[src/hw/pcq_regs.svh]
// pcq_regs.svh: offsets, field positions and reset values of the queue
// assumes byte addressing on a 32-bit avalon-mm slave, one word per register
`ifndef PCQ_REGS_SVH
`define PCQ_REGS_SVH

`define PCQ_ADDR_W        5
`define PCQ_OFS_CTRL      5'h00
`define PCQ_OFS_PUSH      5'h04
`define PCQ_OFS_OFFSET    5'h08
`define PCQ_OFS_LEVEL     5'h0C
`define PCQ_OFS_CAPACITY  5'h10
`define PCQ_OFS_STATUS    5'h14
`define PCQ_OFS_OLDEST    5'h18
`define PCQ_OFS_TRIGGER   5'h1C

`define PCQ_CTRL_EN       0
`define PCQ_CTRL_SRC_LO   1
`define PCQ_CTRL_SRC_HI   2
`define PCQ_CTRL_FLUSH    8
`define PCQ_CTRL_POP      9

`define PCQ_ST_EMPTY      0
`define PCQ_ST_HIGH       1
`define PCQ_ST_OVERRUN    2
`define PCQ_ST_MATCH      3
`define PCQ_ST_COUNT      8

`define PCQ_CTRL_RST      3'h0
`define PCQ_OFFSET_RST    32'h0000_0000

`endif

[src/hw/pcq_pkg.sv]
// pcq_pkg: types shared by the position compare queue
// assumes pcq_regs.svh for all numeric constants
package pcq_pkg;

  // which position signal the comparator watches
  typedef enum logic [1:0] {
    PCQ_SRC_FEEDBACK = 2'b00,
    PCQ_SRC_MASTER   = 2'b01,
    PCQ_SRC_COMMAND  = 2'b10
  } pcq_src_t;

  typedef struct packed {
    pcq_src_t src;
    logic     comparator_enable;
  } pcq_ctrl_t;

  typedef struct packed {
    logic match_event;
    logic overrun_flag;
    logic high_water_flag;
    logic fifo_empty_flag;
  } pcq_flags_t;

endpackage : pcq_pkg

[src/hw/pcq_top.sv]
// pcq_top: position queue with exit-position comparator, avalon-mm slave
// assumes position inputs come from logic on mclk; no synchroniser on them
// assumes software flushes before use; reset alone also empties the queue
//
// Contract
// - hold no more than configured capacity
// - refuse pushes while overrun flag active
// - overrun flag means no room left
// - oldest entry out; trigger is oldest+offset
// - high-water flag while count at/above level
// - high-water flag is informational, not a fault
// - flush discards all stored entries
// - comparator disabled means no match event
// - empty flag while queue holds nothing
// - match on equality, cleared by pop
// - trigger refreshed only on first push, pop, flush
// - pop removes oldest, keeps arrival order
// - source select picks comparison position
`timescale 1ns/10ps
`include "pcq_regs.svh"

module pcq_top
  import pcq_pkg::*;
#(
  parameter int DEPTH = 16,
  parameter int DW    = 32
) (
  input  wire logic                   mclk,
  input  wire logic                   rst,
  input  wire logic [`PCQ_ADDR_W-1:0] avs_address,
  input  wire logic                   avs_read,
  input  wire logic                   avs_write,
  input  wire logic [31:0]            avs_writedata,
  input  wire logic [3:0]             avs_byteenable,
  output logic      [31:0]            avs_readdata,
  output logic                        avs_waitrequest,
  input  wire logic [DW-1:0]          pos_feedback,
  input  wire logic [DW-1:0]          pos_master,
  input  wire logic [DW-1:0]          pos_command,
  output logic                        match_event,
  output logic                        fifo_empty_flag,
  output logic                        high_water_flag,
  output logic                        overrun_flag,
  output logic      [DW-1:0]          oldest_entry,
  output logic      [DW-1:0]          trigger_position
);

  // pointers wrap explicitly, so the depth need not be a power of two;
  // the count is one bit wider than the pointers so a full queue and an
  // empty one never share a code
  localparam int PW = (DEPTH > 1) ? $clog2(DEPTH) : 1;
  localparam int CW = PW + 1;
  localparam logic [CW-1:0] CAP_MAX = CW'(DEPTH);

  // storage and queue state
  logic [DW-1:0]   mem_ff [DEPTH];
  logic [PW-1:0]   rd_ptr_ff, nxt_rd_ptr;
  logic [PW-1:0]   wr_ptr_ff, nxt_wr_ptr;
  logic [CW-1:0]   count_ff, nxt_count;
  logic [DW-1:0]   oldest_ff, nxt_oldest;
  logic [DW-1:0]   trig_ff, nxt_trig;
  pcq_flags_t      flags_ff, nxt_flags;

  // software settings
  pcq_ctrl_t       ctrl_ff, nxt_ctrl;
  logic [DW-1:0]   offset_ff, nxt_offset;
  logic [CW-1:0]   level_ff, nxt_level;
  logic [CW-1:0]   cap_ff, nxt_cap;

  // bus slave state
  logic            ack_ff, nxt_ack;
  logic [31:0]     rdata_ff, nxt_rdata;

  logic            access;
  logic            wr_fire;
  logic [31:0]     wmask;
  logic [31:0]     wdata_m;
  logic            push_fire;
  logic            pop_fire;
  logic            flush_fire;
  logic [DW-1:0]   sel_pos;
  logic [DW-1:0]   push_value;
  logic [PW-1:0]   rd_ptr_inc;
  logic            hit;

  // byte-enable mask; unselected lanes keep the old value in the offset register and are zeroed for push, level and capacity
  for (genvar b = 0; b < 4; b++) begin : g_lane
    assign wmask[b*8 +: 8] = {8{avs_byteenable[b]}};
  end

  // one wait cycle per access: read data is latched in the first cycle,
  // the write lands at the edge where waitrequest is seen low
  // a request held past the low waitrequest is taken as a new access,
  // so its write would be applied a second time
  assign access          = avs_read | avs_write;
  assign avs_waitrequest = access & ~ack_ff;
  assign wr_fire         = avs_write & ack_ff;
  assign avs_readdata    = rdata_ff;

  assign wdata_m    = avs_writedata & wmask;
  assign push_value = DW'(wdata_m);

  // command strobes decoded from register writes
  // pop on an empty queue and push while overrun are dropped silently;
  // software sees either case in the status word
  assign flush_fire = wr_fire && avs_address == `PCQ_OFS_CTRL
                      && avs_writedata[`PCQ_CTRL_FLUSH] && avs_byteenable[1];
  assign pop_fire   = wr_fire && avs_address == `PCQ_OFS_CTRL
                      && avs_writedata[`PCQ_CTRL_POP] && avs_byteenable[1]
                      && !flags_ff.fifo_empty_flag;
  assign push_fire  = wr_fire && avs_address == `PCQ_OFS_PUSH
                      && !flags_ff.overrun_flag;

  // comparison source; the unused code falls back to feedback
  // switching source while armed can match on the new source at once
  always_comb begin
    unique case (ctrl_ff.src)
      PCQ_SRC_FEEDBACK: sel_pos = pos_feedback;
      PCQ_SRC_MASTER:   sel_pos = pos_master;
      PCQ_SRC_COMMAND:  sel_pos = pos_command;
      default:          sel_pos = pos_feedback;
    endcase
  end

  // next read slot, wrapping at the last entry
  assign rd_ptr_inc = (rd_ptr_ff == PW'(DEPTH - 1)) ? '0 : rd_ptr_ff + PW'(1);

  // comparator; gated by enable and by a non-empty queue
  // equality only, against the registered trigger: a source that steps
  // over the target without landing on it never matches, and a match is
  // seen one cycle after the position reaches the target
  assign hit = ctrl_ff.comparator_enable
               && !flags_ff.fifo_empty_flag
               && sel_pos == trig_ff;

  // settings registers
  // level takes the low bits of the word; capacity is clamped so a large
  // value cannot open room that the storage does not have
  always_comb begin
    logic [CW-1:0] cap_w;
    cap_w      = CW'(wdata_m);
    nxt_ctrl   = ctrl_ff;
    nxt_offset = offset_ff;
    nxt_level  = level_ff;
    nxt_cap    = cap_ff;
    if (wr_fire) begin
      unique case (avs_address)
        `PCQ_OFS_CTRL: begin
          if (avs_byteenable[0]) begin
            nxt_ctrl.comparator_enable = avs_writedata[`PCQ_CTRL_EN];
            nxt_ctrl.src = pcq_src_t'(avs_writedata[`PCQ_CTRL_SRC_HI:`PCQ_CTRL_SRC_LO]);
          end
        end
        `PCQ_OFS_OFFSET: begin
          nxt_offset = DW'((offset_ff & ~wmask) | wdata_m);
        end
        `PCQ_OFS_LEVEL: begin
          nxt_level = CW'(wdata_m);
        end
        `PCQ_OFS_CAPACITY: begin
          // capacity can never exceed the physical storage
          nxt_cap = (cap_w > CAP_MAX) ? CAP_MAX : cap_w;
        end
        default: begin
        end
      endcase
    end
  end

  // settings reset to an open queue: level and capacity at full depth
  always_ff @(posedge mclk or posedge rst) begin
    if (rst) begin
      ctrl_ff   <= pcq_ctrl_t'(`PCQ_CTRL_RST);
      offset_ff <= `PCQ_OFFSET_RST;
      level_ff  <= CAP_MAX;
      cap_ff    <= CAP_MAX;
    end else begin
      ctrl_ff   <= nxt_ctrl;
      offset_ff <= nxt_offset;
      level_ff  <= nxt_level;
      cap_ff    <= nxt_cap;
    end
  end

  // queue pointers, oldest entry, trigger position and flags
  // flush beats pop when both bits come in one write; push uses its own
  // register, so it never meets either of them
  always_comb begin
    nxt_rd_ptr  = rd_ptr_ff;
    nxt_wr_ptr  = wr_ptr_ff;
    nxt_count   = count_ff;
    nxt_oldest  = oldest_ff;
    nxt_trig    = trig_ff;
    nxt_flags   = flags_ff;
    if (flush_fire) begin
      // pointers reset, nothing left to read back
      nxt_rd_ptr = '0;
      nxt_wr_ptr = '0;
      nxt_count  = '0;
      nxt_oldest = '0;
      nxt_trig   = '0;
    end else if (pop_fire) begin
      nxt_rd_ptr = rd_ptr_inc;
      nxt_count  = count_ff - CW'(1);
      nxt_oldest = (count_ff > CW'(1)) ? mem_ff[rd_ptr_inc] : '0;
      nxt_trig   = nxt_oldest + offset_ff;
    end else if (push_fire) begin
      nxt_wr_ptr = (wr_ptr_ff == PW'(DEPTH - 1)) ? '0 : wr_ptr_ff + PW'(1);
      nxt_count  = count_ff + CW'(1);
      if (flags_ff.fifo_empty_flag) begin
        nxt_oldest = push_value;
        nxt_trig   = push_value + offset_ff;
      end
    end
    // flags follow the next count, so they change in the same cycle as
    // the pointers they describe
    nxt_flags.fifo_empty_flag = (nxt_count == '0);
    nxt_flags.high_water_flag = (nxt_count >= nxt_level);
    nxt_flags.overrun_flag    = (nxt_count >= nxt_cap);
    // pop or flush consumes the entry that matched, so they beat a new hit
    if (flush_fire || pop_fire || !ctrl_ff.comparator_enable) begin
      nxt_flags.match_event = 1'b0;
    end else if (hit) begin
      nxt_flags.match_event = 1'b1;
    end
  end

  // queue state; reset leaves the queue empty without a flush
  always_ff @(posedge mclk or posedge rst) begin
    if (rst) begin
      rd_ptr_ff <= '0;
      wr_ptr_ff <= '0;
      count_ff  <= '0;
      oldest_ff <= '0;
      trig_ff   <= '0;
      flags_ff  <= '{match_event: 1'b0, overrun_flag: 1'b0,
                     high_water_flag: 1'b0, fifo_empty_flag: 1'b1};
    end else begin
      rd_ptr_ff <= nxt_rd_ptr;
      wr_ptr_ff <= nxt_wr_ptr;
      count_ff  <= nxt_count;
      oldest_ff <= nxt_oldest;
      trig_ff   <= nxt_trig;
      flags_ff  <= nxt_flags;
    end
  end

  // storage array; no reset, contents are unreachable until written
  // a refused push writes nothing, so an overrun keeps stored entries intact
  always_ff @(posedge mclk) begin
    if (push_fire) begin
      mem_ff[wr_ptr_ff] <= push_value;
    end
  end

  // bus slave: read mux sampled in the wait cycle
  // the read word is frozen in the first cycle of the access; a change
  // during the wait cycle shows up on the next read
  always_comb begin
    nxt_ack   = access & ~ack_ff;
    nxt_rdata = rdata_ff;
    if (avs_read && !ack_ff) begin
      unique case (avs_address)
        `PCQ_OFS_CTRL: begin
          nxt_rdata = 32'({ctrl_ff.src, ctrl_ff.comparator_enable});
        end
        `PCQ_OFS_OFFSET:   nxt_rdata = 32'(offset_ff);
        `PCQ_OFS_LEVEL:    nxt_rdata = 32'(level_ff);
        `PCQ_OFS_CAPACITY: nxt_rdata = 32'(cap_ff);
        `PCQ_OFS_STATUS: begin
          // high-water is a status bit only; nothing is refused for it
          nxt_rdata = (32'(count_ff) << `PCQ_ST_COUNT) | 32'(flags_ff);
        end
        `PCQ_OFS_OLDEST:   nxt_rdata = 32'(oldest_ff);
        `PCQ_OFS_TRIGGER:  nxt_rdata = 32'(trig_ff);
        default:           nxt_rdata = 32'h0000_0000;
      endcase
    end
  end

  // bus slave registers
  always_ff @(posedge mclk or posedge rst) begin
    if (rst) begin
      ack_ff   <= 1'b0;
      rdata_ff <= 32'h0000_0000;
    end else begin
      ack_ff   <= nxt_ack;
      rdata_ff <= nxt_rdata;
    end
  end

  // status outputs straight from flops
  // no decode after the flops, so downstream logic sees no glitches
  assign match_event      = flags_ff.match_event;
  assign fifo_empty_flag  = flags_ff.fifo_empty_flag;
  assign high_water_flag  = flags_ff.high_water_flag;
  assign overrun_flag     = flags_ff.overrun_flag;
  assign oldest_entry     = oldest_ff;
  assign trigger_position = trig_ff;

endmodule : pcq_top

[config.mk]
export PLATFORM = sky130hd
export DESIGN_NAME = pcq_top
export DESIGN_NICKNAME = d
export VERILOG_FILES = /design/src/hw/pcq_pkg.sv /design/src/hw/pcq_top.sv
export VERILOG_INCLUDE_DIRS = /design/src /design/src/hw
export SDC_FILE = /design/constraint.sdc
export NUM_CORES = 1
export LEC_CHECK = 0
export BUFFER_PORTS_ARGS = -buffer_cell sky130_fd_sc_hd__buf_2
export CORE_MARGIN = 2
export CORE_UTILIZATION = 55
export CTS_BUF_LIST = sky130_fd_sc_hd__clkbuf_4 sky130_fd_sc_hd__clkbuf_8
export DETAILED_ROUTE_END_ITERATION = 16
export HOLD_SLACK_MARGIN = 0.08
export PLACE_DENSITY = 0.84
export SYNTH_ARGS = -nofsm -noshare
export SYNTH_HDL_FRONTEND = slang
export SYNTH_SLANG_ARGS = --single-unit
[constraint.sdc]
create_clock -name mclk -period 7 [get_ports mclk]
set_clock_uncertainty 0.1 [all_clocks]
set_input_delay 0.7 -clock mclk [delete_from_list [all_inputs] [get_ports mclk]]
set_output_delay 0.7 -clock mclk [all_outputs]
set_load 0.01 [all_outputs]
==> flow_summary.json, run 1 <==
{
  "outcome": "complete, no violations",
  "io_buffers": 241,
  "synth-compound-area-share_pct": 8.49,
  "grt_util_met2_pct": 50.8,
  "nets": 2362,
  "crit_path_max_incr_delay_ps": 560,
  "r2r_start": "rd_ptr_ff[0]",
  "tightest_slew_ps": 1230,
  "crit_start": "rd_ptr_ff[0]",
  "period_minus_slack_ps": 5700,
  "holdCritStartpoint": "avs_writedata[20]",
  "synth_simple_gate_area_share_pct": 5.52,
  "grt_pass1_wl_mm": 125,
  "io_pins": 242,
  "areaGrowthSynthToFinish_pct": 14.1,
  "synthAdderAreaFrac_pct": 2.56,
  "slowest_stage": "mux4_2",
  "via_count": 19200,
  "die_y_um": 236,
  "end_kind": "flip-flop",
  "grt_max_degree": 86,
  "clock_path_buffers": 3,
  "antenna_found_initial": 1,
  "path_cells": "ha_4 > a31oi_4 > buf_12 > buf_4 > mux4_2 > mux4_2 > a22o_1 > ha_1 > and3_1 > and2_1 > a221oi_1 > a31o_2 > o22ai_4 > a221oi_1 > xnor2_1 > a22o_1",
  "required_ps": 7470,
  "hpwl_mm": 55.2,
  "first_pass_iters": 6,
  "cts_max_level": 3,
  "drt-initial-drc-count": 2550,
  "cts_buffers": 96,
  "clock_latency_ps": 690,
  "final.setup.tns_ps": 0,
  "coreArea_um2": 53600,
  "postPlaceCellArea_um2": 31800,
  "synth_warnings": 0,
  "final_util_pct": 63.1,
  "fillers": 3624,
  "cts.sinks": 671,
  "final_cells": 2941,
  "dp.cells": 2758,
  "cts-root-buf": "clkbuf_8",
  "fp.dieW_um": 236,
  "dieArea_um2": 55800,
  "worstSetupPathType": "flip-flop to flip-flop",
  "start_kind": "flip-flop",
  "ir_drop_mv": 0.129,
  "synth_top_area_share_pct": 51.9,
  "ys_top_cells_by_area": "edfxtp_1, dfrtp_1, mux4_2",
  "fmax_mhz": 175,
  "ys_async_sr_fraction_pct": 23.7,
  "muxShareOfSynthArea_pct": 14.1,
  "place.gp.congestion": 0.991,
  "leakagePower_nw": 12.8,
  "remaining_drc_errors": 0,
  "top_usage_layer": "met2",
  "synth.distinct_cells": 64,
  "fin_area_um2": 33800,
  "start_util_pct": 55.3,
  "grt_usage_pct": 30.5,
  "ys.flop_type": "edfxtp_1",
  "routed_wl_mm": 84.2,
  "wl_per_cell_um": 28.6,
  "cts_repair_resize_count": 0,
  "rsz0062_at_grt": "false",
  "yosysSeqAreaShare_pct": 65.3,
  "hold_class": "input pin to flip-flop",
  "finalMaxSlewViolations": 0,
  "p_total_w": 0.00866,
  "grt_overflow": 0,
  "synth-xor-area-share_pct": 2.04,
  "ant_nets": 0,
  "path_clk_slew_ps": 70,
  "postSynthCellCount": 1882,
  "cts_tree": "built",
  "grt_util_met1_pct": 37.4,
  "finalSetupViolCount": 0,
  "maxSlewHeadroom_pct": 18.0,
  "p_per_area_nw_per_um2": 256,
  "yosysTopAreaCell": "edfxtp_1",
  "row_count": 85,
  "grtUsageMet3_pct": 6.10,
  "synth_edf_count": 512,
  "drv_cap": 0,
  "vias_per_cell": 6.54,
  "cp_max_fo": 53,
  "crit_arrival_ps": 6170,
  "syn-mean-instance-area_um2": 15.8,
  "hold_viol": 0,
  "fin_crit_sh_pct": 81.5,
  "netlist_area_um2": 29600,
  "synth_top_family_by_area": "multiplexers",
  "ys_ff_latch": 671,
  "syn_nets": 2083,
  "drive_gt1_share_pct": 30.4,
  "grt_pass1_vias": 19800
}
## where the power goes
part | switching [W] | total [W] | internal, W
logic | 0.000532 | 0.000935 | 0.000403
clock network | 0.00152 | 0.00327 | 0.00175
registers | 0.000106 | 0.00446 | 0.00435
total | 0.00216 | 0.00866 | 0.00651
## layer usage
layer,vias to the layer above,share of wire [%]
met2,1322,49
li1,7951,-
met1,9670,35
met3,280,9.9
met5,-,0
met4,0,6.0
## final timing paths
path	endpoint	slack, ps	cells after the start
worst min register to register	avs_readdata[14]	380	2
max in group asynchronous	rd_ptr_ff[0]	4610	4
worst min-delay path	oldest_entry[20]	170	3
worst max-delay path	trigger_position[30]	1300	16
worst max register to register	trigger_position[30]	1300	16
min in group asynchronous	avs_readdata[23]	590	3
## metrics by stage
step                hold WS (ps)  setup slack [ps]
floorplan                    372              1800
global placement             359              1440
detailed placement           366              1280
CTS                          146              1280
global route                 153              1020
finish                       171              1300
## sequential cells by signal, indices dropped and copies added (netlist names), 3 cells and up, named ones only
| signal | count |
|---|---|
| rd_ptr_ff | 4 |
| cap_ff | 5 |
| count_ff | 5 |
| ctrl_ff | 3 |
| wr_ptr_ff | 4 |
| mem_ff | 512 |
| avs_readdata | 32 |
| trigger_position | 32 |
| level_ff | 5 |
| oldest_entry | 32 |
## repair_timing
item,CTS,global route
endpoints found under the hold margin,30,0
hold buffers,1,0
setup buffers,0,0
## area by class of cell
cell class                      instances  area, um^2  share of cell area, %
Sequential cell                       671       19400                   57.2
Multi-Input combinational cell       1070        9840                   29.1
Clock buffer                          126        1630                   4.81
Timing Repair Buffer                  287        1580                   4.67
Tap cell                              696         871                   2.57
Clock inverter                         54         415                   1.23
Inverter                               35         136                  0.403
Antenna cell                            2        5.00                 0.0148
## Yosys cell counts, types with 34 or more instances
master	instances
mux4_2	162
and2_1	36
nand2_1	206
inv_1	35
xor2_1	35
o21ai_0	94
nor2_1	53
ha_1	59
a22oi_1	83
xnor2_1	34
a21oi_1	49
clkbuf_1	84
edfxtp_1	512
mux2_2	37
dfrtp_1	156
a22o_1	67
## critical path, delay by kind of cell, from the launching register on
family	cells	cell delay [ps]
flip-flops	1	480
multiplexers	2	1110
AND/OR/NAND/NOR	2	380
XOR/XNOR	1	110
buffers and inverters	2	870
adder cells (fa/ha/maj)	2	570
AO/OA/AOI/OAI	7	1930
## cells in the final DEF (no fill, tap or decap), types with 8 or more instances in the layout
cell type,n
nor4_1,8
clkbuf_4,17
mux4_2,162
inv_1,34
a21oi_1,49
edfxtp_1,512
and2_1,32
clkbuf_8,109
buf_4,43
a22o_1,67
a22oi_1,83
o31ai_1,12
nor3_2,8
o21ai_0,93
clkinv_1,24
mux2_2,37
clkinv_2,19
a21o_1,10
xnor2_1,34
xor2_1,34
dfrtp_1,156
a31oi_1,8
nand3_1,10
mux2i_1,12
buf_2,241
and3_1,8
nor2_1,48
ha_1,57
nand2_1,206
## cells by family (layout without fill, tap and decap cells)
group,count (synthesis),count (layout)
other cells,0,2
compound gates,365,365
flops,671,671
xor+xnor,69,69
fa+ha+maj,60,60
buf+inv,141,502
mux,211,211
simple gates,365,365
(Power assumes the default switching activity.)
==> run 2, diff against run 1 <==
- clock period: 7 -> 5.9 ns (I/O delays scaled with it)
==> run 2 against run 1 <==
  * Setup slack got worse by 900 ps
  * Flip-flop and latch count stayed put
  * Critical path type unchanged
  * Sequential share of layout area fell by 0.84 points
==> flow_summary.json, run 2 (synthesis results as in run 1) <==
{
  "dp_slack_ps": 391,
  "setup_slack_ps": 401,
  "fin_area_um2": 34300,
  "ir_drop_mv": 0.165,
  "hold-path-cell-count": 3,
  "period_minus_slack_ps": 5500,
  "wl_per_cell_um": 28.0,
  "ff2ff_path_depth": 18,
  "routed_wl_mm": 83.4,
  "final.setup.tns_ps": 0,
  "ant_nets": 0,
  "hold_viol": 0,
  "fp.dieW_um": 236,
  "nets": 2401,
  "slowest_stage": "mux4_2",
  "tightest_slew_ps": 1230,
  "grt_usage_pct": 30.1,
  "final_cell_mix": "edfxtp_1, buf_2, nand2_1, mux4_2, dfrtp_1",
  "clock_path_buffers": 3,
  "drv_cap": 0,
  "required_ps": 6380,
  "place.gp.congestion": 0.959,
  "drt-initial-drc-count": 2039,
  "crit_arrival_ps": 5980,
  "start_util_pct": 55.3,
  "cts_setup_buffers": 0,
  "critical_path_buf_inv_count": 2,
  "postPlaceCellArea_um2": 31900,
  "die_y_um": 236,
  "via_count": 19300,
  "grt_overflow": 0,
  "regMostFlops": "mem_ff",
  "leakagePower_nw": 13.1,
  "drive_gt1_share_pct": 31.2,
  "grt_pass1_vias": 19400,
  "cts-root-buf": "clkbuf_8",
  "row_count": 85,
  "cp_top_family": "compound AO/OA/AOI/OAI gates",
  "outcome": "complete, no violations",
  "clock_latency_ps": 710,
  "worstSetupPathType": "flip-flop to flip-flop",
  "finalMaxSlewViolations": 0,
  "fin_crit_sh_pct": 93.2,
  "rsz0062_at_grt": "false",
  "hpwl_mm": 55.7,
  "finalSetupViolCount": 0,
  "hold_class": "input pin to flip-flop",
  "p_per_area_nw_per_um2": 303,
  "vias_per_cell": 6.47,
  "final_common_cell": "edfxtp_1",
  "fmax_mhz": 182,
  "end_kind": "flip-flop",
  "io_buffers": 241,
  "cts_tree": "built",
  "coreArea_um2": 53600,
  "r2r_start": "rd_ptr_ff[0]",
  "cp_max_fo": 51,
  "dieArea_um2": 55800,
  "areaGrowthSynthToFinish_pct": 15.8,
  "maxSlewHeadroom_pct": 18.1,
  "cts_hold_buf": 29,
  "worstReg2RegEnd": "trigger_position[30]",
  "min_to": "oldest_entry[30]",
  "antenna_found_initial": 1,
  "crit_path_max_incr_delay_ps": 560,
  "largest_register_ffs": 512,
  "cts_buffers": 99,
  "grt_pass1_wl_mm": 122,
  "start_kind": "flip-flop",
  "holdCritStartpoint": "avs_writedata[30]",
  "reg2reg_slack_ps": 400,
  "io_pins": 242,
  "cts_repair_resize_count": 0,
  "path_cells": "ha_4 > a31oi_4 > buf_12 > buf_12 > mux4_2 > mux4_2 > a22o_1 > ha_1 > a21oi_1 > nor2_1 > a211oi_1 > o31ai_4 > nand3_1 > a31o_2 > o22ai_4 > a221oi_1 > xnor2_1 > a22o_1",
  "cts.sinks": 671,
  "whs_ps": 131,
  "grt_max_degree": 103,
  "path_clk_slew_ps": 60,
  "fillers": 3636,
  "first_pass_iters": 8,
  "remaining_drc_errors": 0,
  "cts_max_level": 3
}
## run 2: routing by layer
metal / track usage [%] / routed length (um)
met4: 20.1 / 6000
met1: 37.7 / 29800
met5: 0 / 0
met3: 4.84 / 7620
met2: 48.8 / 39900
## run 2: worst max-delay path by stage
stage                  from                    to  slack [ps]  depth (start not counted)
2_1_floorplan  rd_ptr_ff[0]  trigger_position[30]         700                         21
3_3_place_gp   rd_ptr_ff[0]  trigger_position[31]         600                         19
3_5_place_dp   rd_ptr_ff[0]  trigger_position[30]         390                         18
4_1_cts        rd_ptr_ff[0]  trigger_position[30]         370                         18
5_1_grt        rd_ptr_ff[0]  trigger_position[30]          80                         18
6_report       rd_ptr_ff[0]  trigger_position[30]         400                         18
## run 2: area by class of cell
| cell class | count | area [um^2] | share of cell area (%) |
|---|---|---|---|
| antenna | 1 | 2.50 | 0.00729 |
| clock buffer | 155 | 1890 | 5.50 |
| clock inverter | 28 | 244 | 0.711 |
| inverter | 35 | 136 | 0.397 |
| multi-input combinational | 1070 | 9840 | 28.7 |
| sequential | 671 | 19400 | 56.4 |
| tap | 696 | 871 | 2.54 |
| timing repair buffer | 323 | 1990 | 5.81 |
## run 2: worst min-delay path, cell delays in order
cell and delay [ps]:
buf_2 150, a22oi_1 90, nand2_1 60
## run 2: power breakdown
| group | total [W] | switching, W | internal, W |
|---|---|---|---|
| Combinational | 0.00113 | 0.000633 | 0.000497 |
| Sequential | 0.00529 | 0.000125 | 0.00517 |
| Clock | 0.00397 | 0.00179 | 0.00218 |
## run 2: through the flow
stage          instances  power [W]  util [%]
2_1_floorplan       1882    0.00607         -
3_3_place_gp        2766    0.00644      59.5
3_5_place_dp        2766    0.00648      59.5
4_1_cts             2978     0.0104      64.1
5_1_grt             2979     0.0107      64.1
6_report            2979     0.0104      64.1
